File: src/design/fwr_map.svh
// Opcodes, bit counts, defaults and timing figures of the command decoder
`ifndef FWR_MAP_SVH
`define FWR_MAP_SVH
`define FWR_OP_NONE 8'h00
`define FWR_OP_WRAP 8'h77
`define FWR_OP_RST_EN 8'h66
`define FWR_OP_RST 8'h99
`define FWR_OP_SLEEP 8'hB9
`define FWR_OP_RELEASE 8'hAB
`define FWR_OP_MFR_ID 8'h90
`define FWR_CONT_ACTIVE 2'h2
`define FWR_BITS_OPC 6'h07
`define FWR_BITS_OPC_DONE 6'h08
`define FWR_BITS_ADDR_END 6'h1F
`define FWR_BITS_ID_READ 6'h20
`define FWR_BITS_WRAP_END 6'h27
`define FWR_BITS_MAX 6'h3F
`define FWR_WB_DIS 4
`define FWR_WB_LEN_HI 6
`define FWR_WB_LEN_LO 5
`define FWR_WRAP_DIS_RST 1'h1
`define FWR_WRAP_LEN_RST 2'h0
`define FWR_MASK_8 6'h07
`define FWR_MASK_16 6'h0F
`define FWR_MASK_32 6'h1F
`define FWR_MASK_64 6'h3F
`define FWR_CLK_PS 5000
`define FWR_T_DP_NS 3000
`define FWR_T_RES1_NS 3000
`define FWR_T_RES2_NS 5000
`define FWR_T_RCH_NS 50
`define FWR_T_RST_NS 30000
`endif

File: src/design/fwr_pkg.sv
// Types shared by the wrap, reset, power-down and ID command decoder
package fwr_pkg;
  typedef struct packed {
    logic dis;
    logic [1:0] len;
  } fwr_wrap_t;

  typedef enum logic [2:0] {
    FWR_IDLE = 3'b000,
    FWR_OPC = 3'b001,
    FWR_ADDR = 3'b010,
    FWR_WRAPB = 3'b011,
    FWR_OUT = 3'b100,
    FWR_IGNORE = 3'b101
  } fwr_state_t;
endpackage

File: src/design/fwr_cmd_dec.sv
// Wrap setup, software reset, deep sleep and ID readout command decoder
`timescale 1ns/1ps
`default_nettype none
`include "fwr_map.svh"
module fwr_cmd_dec #(
  parameter logic [7:0] MAKER_ID = 8'h5A,  // Arbitrary value
  parameter logic [7:0] DEVICE_ID = 8'hA5, // Arbitrary value
  parameter int T_RST_NS = `FWR_T_RST_NS
) (
  // Clock and reset
  input wire logic SYS_CLK,
  input wire logic RESET,
  // Serial link pins
  input wire logic SPI_CS_N,
  input wire logic SPI_SCK,
  input wire logic SPI_DI,
  output logic SPI_DO,
  output logic SPI_DO_OE,
  // State from the rest of the device
  input wire logic BUSY,
  input wire logic QUAD_ENABLE_BIT,
  input wire logic [1:0] CONT_READ_SELECT_BITS,
  input wire logic PARAM_WRAP_STB,
  input wire logic [1:0] PARAM_WRAP_LEN,
  // Settings and status toward the rest of the device
  output fwr_pkg::fwr_wrap_t WRAP_SETTING_BITS,
  output logic [5:0] WRAP_SECTION_MASK,
  output logic SOFT_RESET,
  output logic DEEP_SLEEP,
  output logic CMD_READY
);
  localparam int DP_I = (`FWR_T_DP_NS * 1000) / `FWR_CLK_PS;
  localparam int RES1_I = (`FWR_T_RES1_NS * 1000 + `FWR_CLK_PS - 1)
                          / `FWR_CLK_PS;
  localparam int RES2_I = (`FWR_T_RES2_NS * 1000 + `FWR_CLK_PS - 1)
                          / `FWR_CLK_PS;
  localparam int RCH_I = (`FWR_T_RCH_NS * 1000 + `FWR_CLK_PS - 1)
                         / `FWR_CLK_PS;
  localparam int RST_I = (T_RST_NS * 1000 + `FWR_CLK_PS - 1) / `FWR_CLK_PS;
  localparam logic [15:0] DP_CYC = 16'((DP_I < 1) ? 1 : DP_I);
  localparam logic [15:0] RES1_CYC = 16'(RES1_I);
  localparam logic [15:0] RES2_CYC = 16'(RES2_I);
  localparam logic [15:0] RCH_CYC = 16'(RCH_I);
  localparam logic [15:0] RST_CYC = 16'(RST_I);

  // Pin synchronisers; stage 1 feeds only stage 2
  logic [2:0] cs_q, sck_q;
  logic [1:0] di_q;
  logic cs_s, sck_s, di_s, sck_rise, sck_fall, cs_fall, cs_rise;

  // Decoder state
  fwr_pkg::fwr_state_t st_q, st_d;
  logic [5:0] bits_q, bits_d;
  logic [31:0] sh_q, sh_d;
  logic [7:0] opc_q, opc_d, sh_byte;
  logic [3:0] idx_q, idx_d;
  logic [15:0] stream_q, stream_d;
  logic do_q, do_d;
  fwr_pkg::fwr_wrap_t wrap_q, wrap_d;
  logic rst_en_q, rst_en_d, srst_q, srst_d;
  logic slp_q, slp_d, pend_q, pend_d, rel_q, rel_d;
  logic [15:0] tmr_q, tmr_d, rcv_q, rcv_d, since_q, since_d;
  logic asleep, ready, quiet;

  assign cs_s = cs_q[1];
  assign sck_s = sck_q[1];
  assign di_s = di_q[1];
  assign sck_rise = sck_s & ~sck_q[2];
  assign sck_fall = ~sck_s & sck_q[2];
  assign cs_fall = ~cs_s & cs_q[2];
  assign cs_rise = cs_s & ~cs_q[2];
  assign sh_byte = {sh_q[6:0], di_s};
  assign asleep = slp_q | pend_q;
  // While a delay runs, new frames are dropped whole, not queued
  assign ready = ~pend_q & ~rel_q & (rcv_q == 16'h0000);
  // Continuous read owns the frame, so nothing here decodes it
  assign quiet = (CONT_READ_SELECT_BITS == `FWR_CONT_ACTIVE);

  always_comb begin
    st_d = st_q;
    bits_d = bits_q;
    sh_d = sh_q;
    opc_d = opc_q;
    idx_d = idx_q;
    stream_d = stream_q;
    do_d = do_q;
    wrap_d = wrap_q;
    rst_en_d = rst_en_q;
    srst_d = 1'b0;
    slp_d = slp_q;
    pend_d = pend_q;
    rel_d = rel_q;
    tmr_d = tmr_q;
    rcv_d = rcv_q;
    since_d = (since_q == 16'hFFFF) ? since_q : since_q + 16'h0001;
    if (PARAM_WRAP_STB) begin
      wrap_d.len = PARAM_WRAP_LEN;
    end
    if (tmr_q != 16'h0000) begin
      tmr_d = tmr_q - 16'h0001;
    end else if (pend_q) begin
      pend_d = 1'b0;
      slp_d = 1'b1;
    end else if (rel_q) begin
      rel_d = 1'b0;
      slp_d = 1'b0;
    end
    if (rcv_q != 16'h0000) begin
      rcv_d = rcv_q - 16'h0001;
    end
    if (cs_fall) begin
      // Not ready or continuous read: whole frame is ignored
      st_d = (ready && !quiet) ? fwr_pkg::FWR_OPC
                               : fwr_pkg::FWR_IGNORE;
      bits_d = 6'h00;
      sh_d = 32'h0000_0000;
      opc_d = `FWR_OP_NONE;
      idx_d = 4'h0;
    end else if (cs_rise) begin
      st_d = fwr_pkg::FWR_IDLE;
      if (bits_q == `FWR_BITS_OPC_DONE && !asleep) begin
        if (opc_q == `FWR_OP_SLEEP) begin
          pend_d = 1'b1;
          tmr_d = DP_CYC;
        end else if (opc_q == `FWR_OP_RST_EN) begin
          rst_en_d = 1'b1;
        end else if (opc_q == `FWR_OP_RST) begin
          rst_en_d = 1'b0;
          // Reset executes only after the hold time since the last bit
          if (rst_en_q && since_q >= RCH_CYC) begin
            srst_d = 1'b1;
            wrap_d.dis = `FWR_WRAP_DIS_RST;
            wrap_d.len = `FWR_WRAP_LEN_RST;
            rcv_d = RST_CYC;
          end
        end
      end
      // Release needs the full opcode; the longer delay once 32 bits were clocked
      if (slp_q && !pend_q && opc_q == `FWR_OP_RELEASE &&
          bits_q >= `FWR_BITS_OPC_DONE) begin
        rel_d = 1'b1;
        tmr_d = (bits_q >= `FWR_BITS_ID_READ) ? RES2_CYC : RES1_CYC;
      end
    end else if (!cs_s && sck_rise && st_q != fwr_pkg::FWR_IDLE) begin
      sh_d = {sh_q[30:0], di_s};
      since_d = 16'h0000;
      if (bits_q != `FWR_BITS_MAX) begin
        bits_d = bits_q + 6'h01;
      end
      case (st_q)
        fwr_pkg::FWR_OPC: begin
          if (bits_q == `FWR_BITS_OPC) begin
            opc_d = sh_byte;
            if (sh_byte != `FWR_OP_RST) begin
              rst_en_d = 1'b0;
            end
            if (asleep) begin
              // A busy device refuses release too, so sleep is kept
              if (sh_byte == `FWR_OP_RELEASE && !BUSY) begin
                st_d = fwr_pkg::FWR_ADDR;
              end else begin
                st_d = fwr_pkg::FWR_IGNORE;
                opc_d = `FWR_OP_NONE;
              end
            end else if (sh_byte == `FWR_OP_RELEASE) begin
              st_d = BUSY ? fwr_pkg::FWR_IGNORE
                          : fwr_pkg::FWR_ADDR;
            end else if (sh_byte == `FWR_OP_MFR_ID ||
                         (sh_byte == `FWR_OP_WRAP && QUAD_ENABLE_BIT)) begin
              st_d = fwr_pkg::FWR_ADDR;
            end else begin
              st_d = fwr_pkg::FWR_IGNORE;
            end
          end
        end
        fwr_pkg::FWR_ADDR: begin
          if (bits_q == `FWR_BITS_ADDR_END) begin
            if (opc_q == `FWR_OP_WRAP) begin
              st_d = fwr_pkg::FWR_WRAPB;
            end else begin
              st_d = fwr_pkg::FWR_OUT;
              if (opc_q == `FWR_OP_RELEASE) begin
                stream_d = {DEVICE_ID, DEVICE_ID};
              end else if (sh_byte[0]) begin
                stream_d = {DEVICE_ID, MAKER_ID};
              end else begin
                stream_d = {MAKER_ID, DEVICE_ID};
              end
            end
          end
        end
        fwr_pkg::FWR_WRAPB: begin
          if (bits_q == `FWR_BITS_WRAP_END) begin
            // Top bit and low nibble of the wrap byte are dropped
            wrap_d.dis = sh_byte[`FWR_WB_DIS];
            wrap_d.len = sh_byte[`FWR_WB_LEN_HI:`FWR_WB_LEN_LO];
            st_d = fwr_pkg::FWR_IGNORE;
          end
        end
        fwr_pkg::FWR_OUT: begin
          st_d = fwr_pkg::FWR_OUT;
        end
        fwr_pkg::FWR_IGNORE: begin
          st_d = fwr_pkg::FWR_IGNORE;
        end
        default: begin
          st_d = fwr_pkg::FWR_IGNORE;
        end
      endcase
    end else if (!cs_s && sck_fall && st_q == fwr_pkg::FWR_OUT) begin
      // Index wraps at 16, so the ID pair repeats until select rises
      do_d = stream_q[4'hF - idx_q];
      idx_d = idx_q + 4'h1;
    end
  end

  always_ff @(posedge SYS_CLK) begin
    cs_q <= {cs_q[1:0], SPI_CS_N};
    sck_q <= {sck_q[1:0], SPI_SCK};
    di_q <= {di_q[0], SPI_DI};
    if (RESET) begin
      st_q <= fwr_pkg::FWR_IDLE;
      bits_q <= 6'h00;
      sh_q <= 32'h0000_0000;
      opc_q <= `FWR_OP_NONE;
      idx_q <= 4'h0;
      stream_q <= 16'h0000;
      do_q <= 1'b0;
      wrap_q.dis <= `FWR_WRAP_DIS_RST;
      wrap_q.len <= `FWR_WRAP_LEN_RST;
      rst_en_q <= 1'b0;
      srst_q <= 1'b0;
      slp_q <= 1'b0;
      pend_q <= 1'b0;
      rel_q <= 1'b0;
      tmr_q <= 16'h0000;
      rcv_q <= 16'h0000;
      since_q <= 16'h0000;
    end else begin
      st_q <= st_d;
      bits_q <= bits_d;
      sh_q <= sh_d;
      opc_q <= opc_d;
      idx_q <= idx_d;
      stream_q <= stream_d;
      do_q <= do_d;
      wrap_q <= wrap_d;
      rst_en_q <= rst_en_d;
      srst_q <= srst_d;
      slp_q <= slp_d;
      pend_q <= pend_d;
      rel_q <= rel_d;
      tmr_q <= tmr_d;
      rcv_q <= rcv_d;
      since_q <= since_d;
    end
  end

  always_comb begin
    case ({wrap_q.dis, wrap_q.len})
      3'b000: WRAP_SECTION_MASK = `FWR_MASK_8;
      3'b001: WRAP_SECTION_MASK = `FWR_MASK_16;
      3'b010: WRAP_SECTION_MASK = `FWR_MASK_32;
      3'b011: WRAP_SECTION_MASK = `FWR_MASK_64;
      default: WRAP_SECTION_MASK = 6'h00;
    endcase
  end

  assign WRAP_SETTING_BITS = wrap_q;
  assign SPI_DO = do_q;
  assign SPI_DO_OE = (st_q == fwr_pkg::FWR_OUT) & ~cs_s;
  assign SOFT_RESET = srst_q;
  assign DEEP_SLEEP = slp_q;
  assign CMD_READY = ready;
endmodule
`default_nettype wire

File: config.mk
export PLATFORM = sky130hd
export DESIGN_NAME = fwr_cmd_dec
export DESIGN_NICKNAME = d
export VERILOG_FILES = /design/src/design/fwr_pkg.sv /design/src/design/fwr_cmd_dec.sv
export VERILOG_INCLUDE_DIRS = /design/src /design/src/design
export SDC_FILE = /design/constraint.sdc
export NUM_CORES = 1
export LEC_CHECK = 0
export BUFFER_PORTS_ARGS = -buffer_cell sky130_fd_sc_hd__clkbuf_2
export CAP_MARGIN = 20
export CORE_UTILIZATION = 45
export CTS_CLUSTER_SIZE = 25
export DETAILED_ROUTE_END_ITERATION = 8
export SYNTH_ARGS = -nofsm -noshare
export SYNTH_HDL_FRONTEND = slang
export SYNTH_SLANG_ARGS = --single-unit
File: constraint.sdc
create_clock -name SYS_CLK -period 2.35 [get_ports SYS_CLK]
set_input_delay 0.1175 -clock SYS_CLK [delete_from_list [all_inputs] [get_ports SYS_CLK]]
set_output_delay 0.1175 -clock SYS_CLK [all_outputs]
set_load 0.05 [all_outputs]
# --- Word level (Yosys, flattened, before mapping) ---
# Cells that the tools add are included.
totals:
  out_inout_bits: 14
  register_bits: 109
op_classes:
  reduce_logical: 43
  addsub: 6
  eq_ne: 32
  bitwise_logic: 21
  muxes: 73
  n_lt_le_gt_ge: 4
op_table:
  columns: ["cell", "count"]
  rows:
  - ["two-way mux 16 bit", 20]
  - ["two-way mux 3 bit", 22]
  - ["== test 8 bit, second input constant", 5]
  - ["nonzero test 16 bit", 2]
  - ["subtractor 16 x 1 -> 16 bit, second input constant", 2]
  - ["== test 8 x 7 -> 1 bit, second input constant", 3]
  - ["one-hot mux 6 bit (4 select lines)", 1]
  - ["two-way mux 1 bit", 23]
  - ["adder 16 x 1 -> 16 bit, second input constant", 1]
  - ["== test 16 bit, second input constant", 1]
  - ["greater-or-equal comparator 16 x 4 -> 1 bit, second input constant", 1]
  - ["logical NOT 16 bit", 1]
  - ["two-way mux 8 bit", 2]
  - ["nonzero test 2 bit", 7]
  - ["NOT 1 bit", 13]
  - ["== test 3 x 2 -> 1 bit, second input constant", 4]
  - ["logical AND 1 bit", 12]
  - ["!= test 4 bit, second input constant", 3]
  - ["one-hot mux 3 bit (4 select lines)", 1]
  - ["AND reduction 4 bit", 3]
  - ["two-way mux 9 bit", 1]
  - ["AND reduction 9 bit", 1]
  - ["!= test 8 bit, second input constant", 1]
  - ["AND reduction 8 bit", 1]
  - ["other kinds (30)", 48]

# --- Depth between registers and ports, before layout ---
logic_depth:
  word_depth: 11
  ltp_mapped: 9

# --- Worst setup path after synthesis ---
# Ideal clock, no wire load.
synth_timing:
  path_type: "reg-to-output"
  start: "register rcv_q[3]"
  end: "output port CMD_READY"
  arrival_time_ns: 2.306
  setup_slack_ns: -0.073
  path_stages_with_launch: 6
  cell_sequence: "dfxtp_1 nor4_1 nor2b_1 clkbuf_1 nand4_2 nor3_1"
synth_via:
  elab_chain_cells: 2
synth_rtl:
  columns: ["element", "line_no", "rtl"]
  rows:
  - ["start, declared", "fwr_cmd_dec.sv:62", "logic [15:0] tmr_q, tmr_d, rcv_q, rcv_d, since_q, since_d;"]
  - ["start signal, assigned", "fwr_cmd_dec.sv:254", "rcv_q <= rcv_d;"]
  - ["logical NOT 16 bit", "fwr_cmd_dec.sv:75", "assign ready = ~pend_q & ~rel_q & (rcv_q == 16'h0000);"]
  - ["bitwise AND 1 bit", "fwr_cmd_dec.sv:75", null]
  - ["end, declared", "fwr_cmd_dec.sv:30", "output logic CMD_READY"]
# Every way passes these cells.

# --- Worst setup path in the final report ---
layout_timing:
  start: "register cs_q[1]"
  end: "register stream_q[6]"
layout_via:
  elab_chain_cells: 4
layout_rtl:
  columns: ["element", "line_no", "rtl"]
  rows:
  - ["start, declared", "fwr_cmd_dec.sv:47", "logic [2:0] cs_q, sck_q;"]
  - ["start signal, assigned", "fwr_cmd_dec.sv:218", "cs_q <= {cs_q[1:0], SPI_CS_N};"]
  - ["NOT 1 bit or logical NOT 1 bit (tied branches)", "fwr_cmd_dec.sv:70, fwr_cmd_dec.sv:144", null]
  - ["bitwise AND 1 bit or logical AND 1 bit (tied branches)", "fwr_cmd_dec.sv:70, fwr_cmd_dec.sv:144", null]
  - ["NOT 1 bit (no line) or logical AND 1 bit (tied branches)", null, null]
  - ["AND reduction 6 bit (no line) (*)", null, null]
  - ["end signal, assigned", "fwr_cmd_dec.sv:245", "stream_q <= stream_d;"]
  - ["end, declared", "fwr_cmd_dec.sv:57", "logic [15:0] stream_q, stream_d;"]
# Every way passes the cells marked *; elsewhere a longest branch is shown, timed or not.
# A chain may end at the register's enable or synchronous reset.

==> impl_metrics.ini <==
[die]
fp-row-count = 36
core_area_um2 = 9860
dieWidth_um = 103
dieArea_um2 = 10700
die_height_um = 103
start_util = 0.468
num_io_pins = 26

[pwr]
power.static_leakage_nw = 1.98
tot_pwr_mw = 5.02
p_per_area_nw_per_um2 = 948
worst_ir_drop_vdd_uv = 422

[synthesis]
yosys_warnings = 0
predominant_post_synthesis_flop_cell = sky130_fd_sc_hd__dfxtp_1
async_reset_ff_frac = 0
synth.cell_area_um2 = 4610
syn_avg_cell_area_um2 = 8.61
ff_latch_count_synth = 97
synthCells = 536
synth_nets = 559
synth.lib_cells_used.distinct = 60
synth_edf_count = 0
sequential_fraction_of_the_synthesis_area = 0.421

[detailed_routing]
drt-wirelength-per-cell_um = 14.0
drt-total-wl_mm = 10.1
drt_iter0_drc = 200
ant_nets = 0
via_count = 3910
drt-pass1-iter-count = 4
drc = 0
routed_via_density = 5.40

[clocking]
h-tree-depth = 3
number_of_buffers_created_by_cts = 9
numClockSinks = 97
max-clock-path-buffers = 2
clk-insertion-delay-late_ns = 0.38
cts.clk_slew.worst_paths_ns = 0.08
post-cts-setup-buffers = 0
cts_tree = built
cts_root_buffer = sky130_fd_sc_hd__clkbuf_8

[worst_setup_path]
worst-path-buf-inv = 0
endpoint_kind = flip-flop
crit_fanout = 4
critPathKind = flip-flop to flip-flop
timing.critical_path.max_delay_family = simple AND/OR/NAND/NOR gates
crit_cells = 6
crit_arrival_ns = 2.52
slowest_stage = sky130_fd_sc_hd__or4_1
startpoint_type = flip-flop
r2r.worst_path.cells = 6
critical_path.max_stage_delay_ns = 0.58
worst_path_cell_chain = or3b_1 -> or4_1 -> or4_1 -> nor2_1 -> a22oi_1 -> nor2_1
worstPathRequired_ns = 2.67

[cells_and_area]
layout.cells.most_common_list = sky130_fd_sc_hd__dfxtp_1 (97), sky130_fd_sc_hd__nor2_1 (79), sky130_fd_sc_hd__nand2_1 (37)
finish.net_count = 610
synthToLayoutAreaGrowth_pct = 14.8
n_antenna_cell = 0
multi_input_area_um2 = 2540
fill_cells = 914
sequential_cell_area_um2 = 1940
post-route-util = 0.537
commonest_non_fill_non_tap_cell_in_the_layout = sky130_fd_sc_hd__dfxtp_1
drive_gt1_frac = 0.156

[global_route]
grt-ovfl-total = 0
grt_max_degree = 26
global_route_wire_length_before_repair_mm = 16.8
vias_in_the_first_global_route = 3613
grt_use_total = 0.208
initial_antenna_violation_count = 0

[timing]
timing_worst_slew_pin_value_ns = 0.588
finalCritPeriodShare = 0.935
totalNegativeSetupSlack_ns = 0
fin_hold_viols = 0
slew_headroom = 0.605
unrepaired_setup_endpoints_after_global_routing = false
whs_ns = 0.118
timing.final.crit_period_ns = 2.20
setup_viols_final = 0
finalMaxSlewViolations = 0
finalClockSkew_ns = 0.00905
timing.fmax_mhz = 455

[place]
dp.final_hpwl_mm = 7.31
numPortBuffers = 25
gp_congestion = 0.867

[run_status]
run_status = finished, final reports clean

[min_path]
worst_hold_path.num_cells = 2
holdCritPathClass = primary input to flip-flop

[run]
timing.max_cap.violations = 0
==> worst reg2reg max path: cells and delay by family (launching register included) <==
kind,cells,cell delay (ns)
compound gates,1,0.08
flops,1,0.34
simple gates,5,1.73
==> power breakdown <==
| group | internal [mW] | leakage (nW) | switching [mW] |
|---|---|---|---|
| sequential | 1.89 | 0.791 | 0.230 |
| combinational | 0.811 | 1.09 | 0.984 |
| clock | 0.542 | 0.102 | 0.567 |
==> area by class of cell <==
class / instances / area share
multi-input combinational: 403 / 0.479
sequential: 97 / 0.367
timing repair buffer: 60 / 0.0747
tap: 133 / 0.0314
clock buffer: 12 / 0.0293
inverter: 16 / 0.0113
clock inverter: 3 / 0.00756
==> synth_stat cells, drive strengths merged, types with 4 or more instances <==
cell    number  area share
dfxtp       97        0.42
nor2        80       0.066
nand2       37       0.030
nor3        25       0.027
o21ai       25       0.027
xnor2       23       0.044
a21oi       21       0.023
nand4       17       0.024
nor4        17       0.026
inv         16       0.013
nand3       15       0.016
clkbuf      14       0.011
xor2        14       0.027
ha          11       0.030
mux2i       10       0.022
or4          9       0.017
a22oi        7       0.011
nor2b        7      0.0095
nor3b        7       0.011
or3          7      0.0098
a211oi       6      0.0098
and3         6      0.0081
buf          6      0.0095
nand2b       6      0.0081
a31oi        5      0.0068
and4         5      0.0095
or2          5      0.0068
nand4b       4      0.0076
==> state kept, by name, indices dropped and copies added (netlist names), 4 cells and up <==
signal	flops
rcv_q	16
since_q	16
tmr_q	16
opc_q	8
sh_q	7
bits_q	6
idx_q	4
stream_q	4
==> final timing paths <==
path / startpoint / end / slack, ns
worst max-delay path: cs_q[1] / stream_q[6] / 0.15
worst min-delay path: RESET / rcv_q[5] / 0.12
worst max register to register: cs_q[1] / stream_q[6] / 0.15
worst min register to register: sck_q[0] / sck_q[1] / 0.33
==> logic make-up (layout without fill, tap and decap cells) <==
family / Yosys count / in the layout / share of synthesized area
flops: 97 / 97 / 0.421
simple gates: 261 / 261 / 0.305
xor+xnor: 37 / 37 / 0.0702
mux: 12 / 12 / 0.0290
compound gates: 82 / 82 / 0.112
buf+inv: 36 / 91 / 0.0339
fa+ha+maj: 11 / 11 / 0.0298
==> per-stage QoR <==
| stage | std cells | setup slack [ns] | cell area [um2] |
|---|---|---|---|
| after floorplan | 536 | 0.160 | 4620 |
| after global placement | 706 | 0.161 | 5050 |
| after global routing | 724 | 0.0260 | 5300 |
| final | 724 | 0.152 | 5300 |
| after detailed placement | 706 | 0.142 | 5050 |
| after CTS | 724 | 0.0645 | 5280 |
==> metal layers <==
layer | global-route usage | up-vias | routed length, um
met1 | 0.270 | 1790 | 5100
met3 | 0.0625 | 22 | 482
met4 | 0.0910 | 0 | 235
li1 | - | 2019 | -
met2 | 0.320 | 79 | 4300
met5 | 0 | - | 0
==> timing repair <==
action	CTS	global route
gates resized for setup	0	3
endpoints found under the setup margin	0	4
endpoints found under the hold margin	3	0
hold buffers	3	0
Power figures use the tool's default switching activity.
